$ cat config.mk
export PLATFORM = sky130hd
export DESIGN_NAME = cmpsi_slave
export DESIGN_NICKNAME = d
export VERILOG_FILES = /design/src/cmpsi_pkg.sv /design/src/cmpsi_slave.sv
export SDC_FILE = /design/constraint.sdc
export NUM_CORES = 1
export LEC_CHECK = 0
export ABC_AREA = 1
export BUFFER_PORTS_ARGS = -buffer_cell sky130_fd_sc_hd__clkbuf_2
export CAP_MARGIN = 20
export CORE_UTILIZATION = 40
export DETAILED_ROUTE_END_ITERATION = 12
export PLACE_DENSITY = 0.69
export SLEW_MARGIN = 30
export SYNTH_ARGS = -nofsm -noshare
export SYNTH_HDL_FRONTEND = slang
export SYNTH_SLANG_ARGS = --single-unit
$ cat constraint.sdc
create_clock -name clk -period 4.1 [get_ports clk]
set_clock_uncertainty 0.1 [all_clocks]
set_input_delay 0.205 -clock clk [delete_from_list [all_inputs] [get_ports clk]]
set_output_delay 0.205 -clock clk [all_outputs]
set_load 0.005 [all_outputs]
$ cat src/cmpsi_pkg.sv
/*
 * Shared constants for the compass two-wire slave port: addresses,
 * command codes, non-volatile locations, mode and orientation encodings.
 * Assumes nothing beyond a SystemVerilog compiler.
 */
package cmpsi_pkg;
    // Factory slave address byte, write form (bit 0 cleared)
    localparam logic [7:0] CMPSI_ADDR_DEFAULT = 8'h32;
    // Non-volatile locations
    localparam logic [7:0] CMPSI_NV_ADDR = 8'h00;
    localparam logic [7:0] CMPSI_NV_OPMODE = 8'h04;
    // Orientation commands
    localparam logic [7:0] CMPSI_CMD_LEVEL = 8'h72;
    localparam logic [7:0] CMPSI_CMD_EDGE = 8'h73;
    localparam logic [7:0] CMPSI_CMD_FRONT = 8'h74;
    // Mode commands (run, standby, sleep)
    localparam logic [7:0] CMPSI_CMD_RUN = 8'h75;
    localparam logic [7:0] CMPSI_CMD_STANDBY = 8'h76;
    localparam logic [7:0] CMPSI_CMD_SLEEP = 8'h83;
    // Reset command reloads non-volatile settings
    localparam logic [7:0] CMPSI_CMD_RESET = 8'h82;
    // Operating mode byte: orientation bits and run bit
    localparam int CMPSI_OPM_LEVEL_BIT = 0;
    localparam int CMPSI_OPM_EDGE_BIT = 1;
    localparam int CMPSI_OPM_FRONT_BIT = 2;
    localparam int CMPSI_OPM_RUN_BIT = 4;
    localparam logic [7:0] CMPSI_OPMODE_DEFAULT = 8'h11;
    // Bus rate and link clock limits
    localparam int CMPSI_CLK_HZ = 40000000;
    localparam int CMPSI_BIT_RATE = 100000;
    localparam int CMPSI_BIT_CYCLES = CMPSI_CLK_HZ / CMPSI_BIT_RATE;
    // Operating modes
    typedef enum logic [2:0] {
        CMPSI_SLEEP = 3'h1,
        CMPSI_STANDBY = 3'h2,
        CMPSI_RUN = 3'h4
    } cmpsi_mode_t;
    // Mounting orientations
    typedef enum logic [2:0] {
        CMPSI_LEVEL = 3'h1,
        CMPSI_EDGE = 3'h2,
        CMPSI_FRONT = 3'h4
    } cmpsi_orient_t;
    // Serial engine states
    typedef enum logic [5:0] {
        CMPSI_IDLE = 6'h01,
        CMPSI_ADDR = 6'h02,
        CMPSI_AACK = 6'h04,
        CMPSI_WDATA = 6'h08,
        CMPSI_RDATA = 6'h10,
        CMPSI_RACK = 6'h20
    } cmpsi_state_t;
endpackage : cmpsi_pkg

$ cat src/cmpsi_slave.sv
/*
 * Compass two-wire slave port with mode and orientation control.
 * Assumes scl and sda arrive asynchronously from the pins, pull-ups
 * outside, and a non-volatile store that presents its slave address
 * and operating mode bytes as stable levels.
 */
// Function
// - Three modes; sleep switches analog circuitry off.
// - Standby: powered, no measuring, waits for commands.
// - Run: measures continuously and still takes commands.
// - Persistent mode kept in non-volatile location 0x04.
// - Level is the default; two upright orientations exist.
// - Commands 0x72, 0x73, 0x74 select level, edge, front.
// - Orientation in byte 0x04 takes effect after reset only.
// - Slave only, standard-mode 100 kbit/s.
// - Each unit is eight bits then one acknowledge slot.
// - Data returned is binary, two's complement.
// - Factory address byte 0x32 write, 0x33 read.
// - Receiver pulls sda low to acknowledge, high to refuse.
// - Data changes only while scl is low.
// - Sda falling with scl high is start; rising is stop.
// - Repeated start begins a new transaction; here it restarts the address phase but wcnt clears only at stop.
// - Address byte: bits 7 to 1 address, bit 0 read.
// - Write sends data bytes; read shifts device bytes out.
// - Write carries command then up to two argument bytes.
// - Read bytes depend on the last written command.
// - New slave address applies after reset only.
`timescale 1ns/1ps
module cmpsi_slave
    import cmpsi_pkg::*;
(
    // Clock, reset, enable
    input wire logic clk,
    input wire logic rstn,
    input wire logic ce,
    // Two-wire pins
    input wire logic scl_in,
    input wire logic sda_in,
    output logic sda_out,
    output logic sda_oe,
    // Non-volatile settings, sampled at reset release or reset command
    input wire logic [7:0] nv_slave_addr,
    input wire logic [7:0] nv_opmode,
    // Response data source, one byte per index
    input wire logic [7:0] resp_byte,
    output logic [2:0] resp_index,
    // Device state
    output logic [7:0] last_cmd,
    output logic [15:0] cmd_arg,
    output logic cmd_valid,
    output logic analog_on,
    output logic measure_en,
    output logic upright_edge_orientation,
    output logic upright_front_orientation
);

    ////////////////////////////////////////////////////////////////////
    // Pin synchronisers and condition detect
    logic [1:0] scl_s, sda_s;
    logic scl_d, sda_d;
    logic scl_rise, scl_fall, start_c, stop_c;

    // Two synchroniser flops then one delay flop per pin; the first is read only by the second
    always_ff @(posedge clk or negedge rstn) begin
        if (!rstn) begin
            scl_s <= 2'h3;
            sda_s <= 2'h3;
            scl_d <= 1'b1;
            sda_d <= 1'b1;
        end else if (ce) begin
            scl_s <= {scl_s[0], scl_in};
            sda_s <= {sda_s[0], sda_in};
            scl_d <= scl_s[1];
            sda_d <= sda_s[1];
        end
    end

    // Edges found by the system clock, far faster than 100 kbit/s
    always_comb begin
        scl_rise = scl_s[1] & ~scl_d;
        scl_fall = ~scl_s[1] & scl_d;
        start_c = scl_s[1] & scl_d & sda_d & ~sda_s[1];
        stop_c = scl_s[1] & scl_d & ~sda_d & sda_s[1];
    end

    ////////////////////////////////////////////////////////////////////
    // Settings loaded at reset: address, mode, orientation
    logic loaded, reload;
    logic [6:0] my_addr, next_my_addr;
    cmpsi_mode_t mode, next_mode;
    cmpsi_orient_t orient, next_orient;
    logic [2:0] opm_orient;

    always_comb begin
        opm_orient = {nv_opmode[CMPSI_OPM_FRONT_BIT],
                      nv_opmode[CMPSI_OPM_EDGE_BIT],
                      nv_opmode[CMPSI_OPM_LEVEL_BIT]};
    end

    // State machine defined below; serial engine signals used here
    cmpsi_state_t state, next_state;
    logic [7:0] shreg, next_shreg;
    logic [3:0] bitcnt, next_bitcnt;
    logic [1:0] wcnt, next_wcnt;
    logic byte_done;
    logic [7:0] rx_byte;

    // Non-volatile values take effect only here, never live
    always_comb begin
        next_my_addr = my_addr;
        next_mode = mode;
        next_orient = orient;
        if (!loaded || reload) begin
            next_my_addr = nv_slave_addr[7:1];
            next_mode = nv_opmode[CMPSI_OPM_RUN_BIT] ? CMPSI_RUN
                : CMPSI_STANDBY;
            unique case (opm_orient)
                3'h2: next_orient = CMPSI_EDGE;
                3'h4: next_orient = CMPSI_FRONT;
                default: next_orient = CMPSI_LEVEL;
            endcase
        end else if (byte_done && state == CMPSI_WDATA && wcnt == 2'h0) begin
            unique case (rx_byte)
                CMPSI_CMD_LEVEL: next_orient = CMPSI_LEVEL;
                CMPSI_CMD_EDGE: next_orient = CMPSI_EDGE;
                CMPSI_CMD_FRONT: next_orient = CMPSI_FRONT;
                CMPSI_CMD_RUN: next_mode = CMPSI_RUN;
                CMPSI_CMD_STANDBY: next_mode = CMPSI_STANDBY;
                CMPSI_CMD_SLEEP: next_mode = CMPSI_SLEEP;
                default: ;
            endcase
        end
    end

    // Factory values until the first clocked load after release
    always_ff @(posedge clk or negedge rstn) begin
        if (!rstn) begin
            loaded <= 1'b0;
            my_addr <= CMPSI_ADDR_DEFAULT[7:1];
            mode <= CMPSI_RUN;
            orient <= CMPSI_LEVEL;
        end else if (ce) begin
            loaded <= 1'b1;
            my_addr <= next_my_addr;
            mode <= next_mode;
            orient <= next_orient;
        end
    end

    ////////////////////////////////////////////////////////////////////
    // Serial engine
    logic rw, next_rw;
    logic sda_drv, next_sda_drv;
    logic [7:0] next_last_cmd;
    logic [15:0] next_cmd_arg;
    logic next_cmd_valid;
    logic [2:0] next_resp_index;
    logic next_reload;

    always_comb begin
        rx_byte = {shreg[6:0], sda_s[1]};
        byte_done = scl_rise && bitcnt == 4'h7;
    end

    // Bits sampled on scl rise, sda changed on scl fall
    always_comb begin
        next_state = state;
        next_shreg = shreg;
        next_bitcnt = bitcnt;
        next_wcnt = wcnt;
        next_rw = rw;
        next_sda_drv = sda_drv;
        next_last_cmd = last_cmd;
        next_cmd_arg = cmd_arg;
        next_cmd_valid = 1'b0;
        next_resp_index = resp_index;
        next_reload = 1'b0;
        if (start_c) begin
            next_state = CMPSI_ADDR;
            next_bitcnt = 4'h0;
            next_sda_drv = 1'b0;
        end else if (stop_c) begin
            next_state = CMPSI_IDLE;
            next_sda_drv = 1'b0;
            if (wcnt != 2'h0) begin
                next_cmd_valid = 1'b1;
                next_reload = last_cmd == CMPSI_CMD_RESET;
            end
            next_wcnt = 2'h0;
        end else begin
            unique case (state)
                CMPSI_IDLE: ;
                CMPSI_ADDR, CMPSI_WDATA: begin
                    if (scl_rise) begin
                        next_shreg = rx_byte;
                        next_bitcnt = bitcnt + 4'h1;
                    end
                    if (byte_done && state == CMPSI_ADDR) begin
                        next_rw = sda_s[1];
                        if (rx_byte[7:1] == my_addr) begin
                            next_state = CMPSI_AACK;
                        end else begin
                            next_state = CMPSI_IDLE;
                        end
                    end else if (byte_done) begin
                        // A fourth byte is refused and the rest ignored
                        next_state = (wcnt == 2'h3) ? CMPSI_IDLE
                            : CMPSI_AACK;
                        if (wcnt == 2'h0) begin
                            next_last_cmd = rx_byte;
                            next_resp_index = 3'h0;
                        end else if (wcnt == 2'h1) begin
                            next_cmd_arg = {rx_byte, 8'h00};
                        end else if (wcnt == 2'h2) begin
                            next_cmd_arg = {cmd_arg[15:8], rx_byte};
                        end
                        if (wcnt != 2'h3) begin
                            next_wcnt = wcnt + 2'h1;
                        end
                    end
                end
                CMPSI_AACK: begin
                    // Ack low through the ninth clock
                    if (scl_fall && !sda_drv) begin
                        next_sda_drv = 1'b1;
                    end else if (scl_fall) begin
                        next_bitcnt = 4'h0;
                        if (rw) begin
                            next_state = CMPSI_RDATA;
                            next_shreg = resp_byte;
                            next_sda_drv = ~resp_byte[7];
                            next_resp_index = resp_index + 3'h1;
                        end else begin
                            next_state = CMPSI_WDATA;
                            next_sda_drv = 1'b0;
                        end
                    end
                end
                CMPSI_RDATA: begin
                    if (scl_fall) begin
                        if (bitcnt == 4'h7) begin
                            next_state = CMPSI_RACK;
                            next_sda_drv = 1'b0; // Master's ack slot
                        end else begin
                            next_bitcnt = bitcnt + 4'h1;
                            next_shreg = {shreg[6:0], 1'b0};
                            next_sda_drv = ~shreg[6];
                        end
                    end else if (scl_rise && bitcnt == 4'h7) begin
                        next_bitcnt = 4'h7;
                    end
                end
                CMPSI_RACK: begin
                    // Master refusal ends the read; ack loads next byte
                    if (scl_rise && sda_s[1]) begin
                        next_state = CMPSI_IDLE;
                        next_sda_drv = 1'b0;
                    end else if (scl_fall) begin
                        next_state = CMPSI_RDATA;
                        next_bitcnt = 4'h0;
                        next_shreg = resp_byte;
                        next_sda_drv = ~resp_byte[7];
                        next_resp_index = resp_index + 3'h1;
                    end
                end
                default: next_state = CMPSI_IDLE;
            endcase
        end
    end

    // Slave only: never drives scl, only pulls sda low
    always_ff @(posedge clk or negedge rstn) begin
        if (!rstn) begin
            state <= CMPSI_IDLE;
            shreg <= 8'h00;
            bitcnt <= 4'h0;
            wcnt <= 2'h0;
            rw <= 1'b0;
            sda_drv <= 1'b0;
            last_cmd <= 8'h00;
            cmd_arg <= 16'h0000;
            cmd_valid <= 1'b0;
            resp_index <= 3'h0;
            reload <= 1'b0;
        end else if (ce) begin
            state <= next_state;
            shreg <= next_shreg;
            bitcnt <= next_bitcnt;
            wcnt <= next_wcnt;
            rw <= next_rw;
            sda_drv <= next_sda_drv;
            last_cmd <= next_last_cmd;
            cmd_arg <= next_cmd_arg;
            cmd_valid <= next_cmd_valid;
            resp_index <= next_resp_index;
            reload <= next_reload;
        end
    end

    ////////////////////////////////////////////////////////////////////
    // Registered outputs
    always_ff @(posedge clk or negedge rstn) begin
        if (!rstn) begin
            sda_out <= 1'b1;
            sda_oe <= 1'b0;
            analog_on <= 1'b0;
            measure_en <= 1'b0;
            upright_edge_orientation <= 1'b0;
            upright_front_orientation <= 1'b0;
        end else if (ce) begin
            sda_out <= 1'b0;
            sda_oe <= next_sda_drv;
            analog_on <= next_mode != CMPSI_SLEEP;
            measure_en <= next_mode == CMPSI_RUN;
            upright_edge_orientation <= next_orient == CMPSI_EDGE;
            upright_front_orientation <= next_orient == CMPSI_FRONT;
        end
    end
endmodule : cmpsi_slave

==> reports/metrics.yaml, run 1 <==
drive_gt1_frac: 0.245
nNetsFinal: 612
layout_commonest_cell: "nand2_1"
crit_path_end_kind: "flip-flop"
wl_met3_um: 471
crit_required_ns: 4.23
synth_cell_types: 41
first_pass_iters: 4
yosys.area.top_type: "dfrtp_1"
fp-row-count: 36
die_area_sq_mm: 0.0107
io_pins: 63
slew_headroom: 0.562
cts_made_buffers: 9
synth.yosys.seq_area_share: 0.459
path_max_fanout: 18
grt_max_degree: 51
routed_wl_um: 9410
crit_type: "flip-flop to flip-flop"
drt.antenna.violating_nets: 0
peakVddDrop_uv: 317
antenna_cells: 0
cts_tree: "built"
drt-met1-wl_um: 4550
synth_top_area_frac: 0.376
tns_ns: 0
clk_pin_slew_ns: 0.08
core_sq_mm: 0.00986
cts_buffer_depth: 2
insertion_delay_ns: 0.35
wl_per_cell_um: 13.1
syn_area_sq_mm: 0.00412
total_power_mw: 2.51
io_buffer_count: 57
rsz0062_at_grt: "no"
postCtsResizedCells: 0
vias: 3512
mostFrequentLayoutCells: "nand2_1 (160), dfrtp_1 (62), clkbuf_2 (56)"
routed.top_layer: "met4"
hpwlAfterDp_um: 6880
nFillCells: 979
period_needed_ns: 2.32
setup_viol: 0
power.density_mw_per_mm2: 517
hp-class: "primary input to flip-flop"
tightestPinTransition_ns: 0.657
crit_arrival_ns: 2.44
syn-num-nets: 545
grt_overflow: 0
drv_cap: 0
postSynthAreaPerCell_sq_um: 8.07
p_leak_nw: 2.42
max_clock_freq_mhz: 432
drc: 0
post-cts-setup-buffer-count: 0
post-route-period-util: 0.565
area_growth_syn_to_layout_pct: 17.7
grt_pass1_wl_um: 16200
synth_seq_cells: 75
met2WireLength_um: 4260
ys_warn_count: 0
cts_htree_levels: 3
slew_viol_final: 0
antenna_found_initial: 0
critPathLaunchType: "flip-flop"
status: "finished clean"
clkSinkCount: 75
drt_iter0_markers: 203
syn_inst: 511
cts_root_buffer: "clkbuf_8"
place.gp.congestion: 0.878
synth_area_leaders: "dfrtp_1 (38%), nand2_1 (15%), dfstp_2 (8.3%)"
dieHeight_um: 104
grt_pass1_vias: 3342
avgViaCountPerCell: 4.91
die_x_um: 104
start_util: 0.418
grt.total_usage: 0.186
hold_viol_final: 0
## repair_timing
action	in CTS	in global routing
endpoints found under the setup margin	0	0
hold endpoints to repair	45	1
hold buffers	9	1
## logic make-up (layout without fill, tap and decap cells)
| group | after synthesis | after routing | synth area share |
|---|---|---|---|
| adders and majority gates | 5 | 5 | 0.0152 |
| xor gates and xnor gates | 10 | 10 | 0.0212 |
| DFF | 75 | 75 | 0.459 |
| muxes | 7 | 7 | 0.0191 |
| and+or+nand+nor | 277 | 277 | 0.309 |
| buffers and inverters | 56 | 128 | 0.0598 |
| AOI/OAI and AO/OA | 81 | 81 | 0.117 |
## layer usage
metal  up-vias  track usage
li1       1784            -
met1      1626        0.262
met2        90        0.294
met3        12       0.0315
met4         0       0.0559
met5         -            0
## final cells by class
cell class / count / area, sq um / share of cell area
inverter: 44 / 165 / 0.0340
multi-input combinational: 380 / 1980 / 0.409
sequential: 75 / 1890 / 0.390
timing repair buffer: 68 / 395 / 0.0815
clock inverter: 7 / 124 / 0.0255
tap: 133 / 166 / 0.0343
clock buffer: 9 / 124 / 0.0255
## critical path, stage by stage, from the launching register on
cell and delay, ns:
dfrtp_1 0.43, nor2_2 0.23, nand3_1 0.18, nand2_1 0.53
nor2_1 0.11, nor3_2 0.14, nand4_1 0.27, nand2_1 0.14
o21ai_1 0.07
## flip-flops by register name, summed over array words and instances (netlist names), 2 cells and up
| register | count |
|---|---|
| my_addr | 7 |
| state | 6 |
| cmd_arg | 16 |
| bitcnt | 4 |
| sda_s | 2 |
| scl_s | 2 |
| orient | 3 |
| last_cmd | 8 |
| resp_index | 3 |
| shreg | 7 |
| mode | 3 |
| wcnt | 2 |
## synthesized netlist by cell type, drive strengths merged
library cell and number:
a21boi 1, a21oi 23, buf 8, clkbuf 4, clkinv 1, dfrtp 62
dfstp 13, ha 5, inv 43, mux2 7, nand2 166, nand3 27
nand3b 3, nand4 9, nor2 61, nor3 9, nor4 1, o211ai 2
o21a 1, o21ai 46, o31ai 8, or2 1, xnor2 3, xor2 7
## power by group
part           switching, mW  internal, mW
logic                  0.548         0.267
registers              0.133         0.857
clock network          0.292         0.409
## through the flow
step / instance area, sq um / setup WS [ns] / util / instances / hold slack [ns]
after global routing: 4850 / 1.60 / 0.492 / 716 / 0.143
after global placement: 4500 / 1.65 / 0.456 / 690 / 0.293
after CTS: 4840 / 1.80 / 0.491 / 715 / 0.00241
after floorplan: 4120 / 2.29 / - / 511 / -0.191
after detailed placement: 4500 / 1.63 / 0.457 / 690 / 0.178
final: 4850 / 1.78 / 0.492 / 716 / 0.130
## final timing paths
check,to,slack (ns),cells past startpoint,start
max,resp_index[1],1.78,8,state[5]
min,shreg[0],0.13,5,resp_byte[0]
max reg2reg,resp_index[1],1.78,8,state[5]
min reg2reg,sda_out,0.34,2,sda_out
max in group asynchronous,state[0],2.73,3,rstn
min in group asynchronous,cmd_arg[14],0.31,2,rstn
No activity file was read; power rests on OpenSTA's default activity.
==> run 2, diff against run 1 <==
--- a/config.mk
+++ b/config.mk
@@ -5,7 +5,7 @@
 export SDC_FILE = /design/constraint.sdc
 export NUM_CORES = 1
 export LEC_CHECK = 0
-export ABC_AREA = 1
+export ABC_AREA = 0
 export BUFFER_PORTS_ARGS = -buffer_cell sky130_fd_sc_hd__clkbuf_2
 export CAP_MARGIN = 20
 export CORE_UTILIZATION = 40
==> constraint.sdc (replaced) <==
create_clock -name clk -period 2.29 [get_ports clk]
set_clock_uncertainty 0.1 [all_clocks]
set_input_delay 0.1145 -clock clk [delete_from_list [all_inputs] [get_ports clk]]
set_output_delay 0.1145 -clock clk [all_outputs]
set_load 0.005 [all_outputs]
==> run 2 against run 1 <==
Effect of this change: the flow now finishes with violations (setup timing); critical endpoint is now upright_edge_orientation; total power increased by 72%; synthesized cell count shrank 20%; largest power group unchanged; largest cell class unchanged; register-to-register slack lost 2.1 ns.
==> reports/metrics.yaml, run 2 <==
hold_viol_final: 0  # unchanged
antenna_cells: 0  # unchanged
dp.cells: 632  # -8.4%
path_common_cell: "or4_4"
top_usage_layer: "met2"
fp-row-count: 36  # unchanged
synthAdderAreaFrac: 0.0154  # +0.000234
crit_type: "flip-flop to flip-flop"
peakVddDrop_uv: 397  # +25%
power.density_mw_per_mm2: 794  # +54%
period_needed_ns: 2.59  # +0.275 ns
tightestPinTransition_ns: 0.658  # +0.000840 ns
synth-compound-area-share: 0.114  # -0.00282
cts_buffer_depth: 2  # unchanged
fin_area_sq_mm: 0.00544  # +12%
drive_gt1_frac: 0.418  # +0.173
routed_wl_um: 11100  # +18%
slowest_delay_ns: 0.54  # about the same
cts_tree: "built"
drt_iter0_markers: 193  # -4.9%
antenna_found_initial: 0  # unchanged
synthFlopType: "dfrtp_1"
avgViaCountPerCell: 5.39  # +9.9%
slew_viol_final: 0  # unchanged
post-route-period-util: 1.13  # +0.567
tns_ns: -5.52  # -5.52 ns
die_area_sq_mm: 0.0106  # -1.5%
drc: 0  # unchanged
nNetsFinal: 560  # -8.5%
syn-num-nets: 442  # -19%
synth_top_area_frac: 0.382  # +0.00580
use_met1: 0.302  # +0.0401
p_leak_nw: 2.52  # +4.0%
grt_pass1_vias: 3424  # +2.5%
dieHeight_um: 103  # -0.74%
regMostFlops: "cmd_arg"
max_clock_freq_mhz: 386  # -11%
synth.cells.most_frequent: "dfrtp_1 (62), nand2_1 (58), mux2_2 (45), nor2_1 (24), clkbuf_1 (22)"
first_pass_iters: 5  # +1
hpwlAfterDp_um: 7800  # +13%
drv_cap: 0  # unchanged
cp_num_cells: 6  # -2
slew_headroom: 0.557  # -0.00520
reg_top3: "cmd_arg: 16 flops, last_cmd: 8 flops"
place.gp.congestion: 0.926  # +5.5%
core_sq_mm: 0.00982  # -0.46%
largest_register_ffs: 16  # unchanged
grt_overflow: 0  # unchanged
syn_area_sq_mm: 0.00406  # -1.5%
yosys.area_share.simple: 0.205  # -0.104
ys_warn_count: 0  # unchanged
worst_slack_ns: -0.301  # -2.09 ns
rsz0062_at_grt: "yes"
path_cells: "or4_4, or4_4, or4_4, o2bb2ai_2, a22oi_2, a32o_1"
crit_arrival_ns: 2.73  # +0.29 ns
start_util: 0.414  # -0.00445
mostFrequentLayoutCells: "dfrtp_1 (62), buf_4 (57), nand2_1 (56), clkbuf_2 (56), mux2_2 (35)"
cts_made_buffers: 9  # unchanged
pre_cts_slack_ns: -0.332  # -1.96 ns
grt.total_usage: 0.221  # +0.0352
hp-class: "primary input to flip-flop"
setup_viol: 49  # +49
synth_seq_cells: 75  # unchanged
rr_worst_depth: 6  # -2
critPathLaunchType: "flip-flop"
grtUsageMet2: 0.349  # +0.0554
io_buffer_count: 57  # unchanged
cpLargestDelayFamily: "simple AND/OR/NAND/NOR gates"
drt.antenna.violating_nets: 0  # unchanged
die_x_um: 103  # -0.74%
synth_edf_count: 0  # unchanged
insertion_delay_ns: 0.36  # about the same
status: "finished with violations"
synth_area_leaders: "dfrtp_1 (38%), mux2_2 (12%), dfstp_2 (8.4%)"
wl_per_cell_um: 16.7  # +27%
yosys.area.top_type: "dfrtp_1"
area_growth_syn_to_layout_pct: 33.9
postSynthAreaPerCell_sq_um: 9.95  # +23%
placed_cell_area_sq_mm: 0.00489  # +8.7%
path_max_fanout: 3  # -15
synthArstFlopShare: 1.00  # unchanged
grt_max_degree: 46  # -9.8%
violations: "setup timing"
vias: 3579  # +1.9%
synth_top_family_by_area: "simple AND/OR/NAND/NOR gates"
hold_depth: 4  # -1
fin_cells: 664  # -7.3%
cp_slowest_cell: "or4_4"
cts_htree_levels: 3  # unchanged
clk_pin_slew_ns: 0.08  # about the same
synthMuxAreaShare: 0.132  # +0.113
io_pins: 63  # unchanged
synthXorXnorAreaFrac: 0.0302  # +0.00895
clkSinkCount: 75  # unchanged
layout_commonest_cell: "dfrtp_1"
crit_path_end_kind: "flip-flop"
cts_root_buffer: "clkbuf_8"
crit_required_ns: 2.43  # -1.80 ns
synthMostInstantiatedCell: "dfrtp_1"
met3_usage: 0.0427  # +0.0112
synth.yosys.seq_area_share: 0.466  # +0.00707
syn_inst: 408  # -20%
synth_cell_types: 58  # +41%
grt_pass1_wl_um: 17600  # +8.7%
critical_path_buf_inv_count: 0  # unchanged
## run 2: path summary, 6_finish.rpt
path	startpoint	endpoint	slack [ns]
hold / removal	resp_byte[0]	shreg[0]	0.03
min in group asynchronous	rstn	rw	0.21
max in group asynchronous	rstn	state[0]	1.21
hold reg to reg	sda_out	sda_out	0.39
setup reg to reg	state[5]	upright_edge_orientation	-0.30
setup / recovery	state[5]	upright_edge_orientation	-0.30
## run 2: logic make-up (layout without fill, tap and decap cells)
family                   count (synthesis)  count (layout)
AND/OR/NAND/NOR                        161             161
flip-flops                              75              75
AO/OA/AOI/OAI                           68              68
multiplexers                            48              48
buffers and inverters                   37             160
XOR/XNOR                                14              14
adder cells (fa/ha/maj)                  5               5
## run 2: timing repair
| item | in CTS | in global routing |
|---|---|---|
| resized for setup | 37 | 12 |
| setup endpoints to repair | 52 | 56 |
| buffers inserted | 4 | 0 |
| gates cloned | 0 | 0 |
| hold endpoints to repair | 48 | 0 |
| pin swaps | 9 | 4 |
| hold buffers | 14 | 0 |
## run 2: worst register-to-register path, delay by kind of cell, from the launching register on
| kind | cells | cell delay, ns |
|---|---|---|
| DFF | 1 | 0.39 |
| and+or+nand+nor | 3 | 1.50 |
| AOI/OAI and AO/OA | 3 | 0.51 |
## run 2: report_power, final
group | switching (mW) | internal, mW | total (mW)
Clock | 0.530 | 0.540 | 1.07
Combinational | 0.750 | 0.799 | 1.55
Sequential | 0.174 | 1.53 | 1.70
Total | 1.45 | 2.87 | 4.32
## run 2: metal layers
layer	share of wire	vias to the layer above
li1	-	1684
met1	0.45	1765
met2	0.49	107
met3	0.045	23
met4	0.023	0
met5	0	-
## run 2: cell type report
class / instances / area [sq um]
repair buffers: 133 / 942
clock buffers: 11 / 141
fillers: 881 / 4380
multi-input cells: 296 / 2190
inverters: 11 / 41.3
well taps: 133 / 166
clock inverters: 5 / 61.3
flip-flops and latches: 75 / 1890
## run 2: metrics by stage
step                utilization  hold WS, ns  power (mW)
floorplan                     -       -0.281        2.53
global placement          0.498       0.0564        3.08
detailed placement        0.498       0.0737        3.12
CTS                       0.551       0.0130        4.31
global route              0.554       0.0313        4.56
finish                    0.554       0.0271        4.32
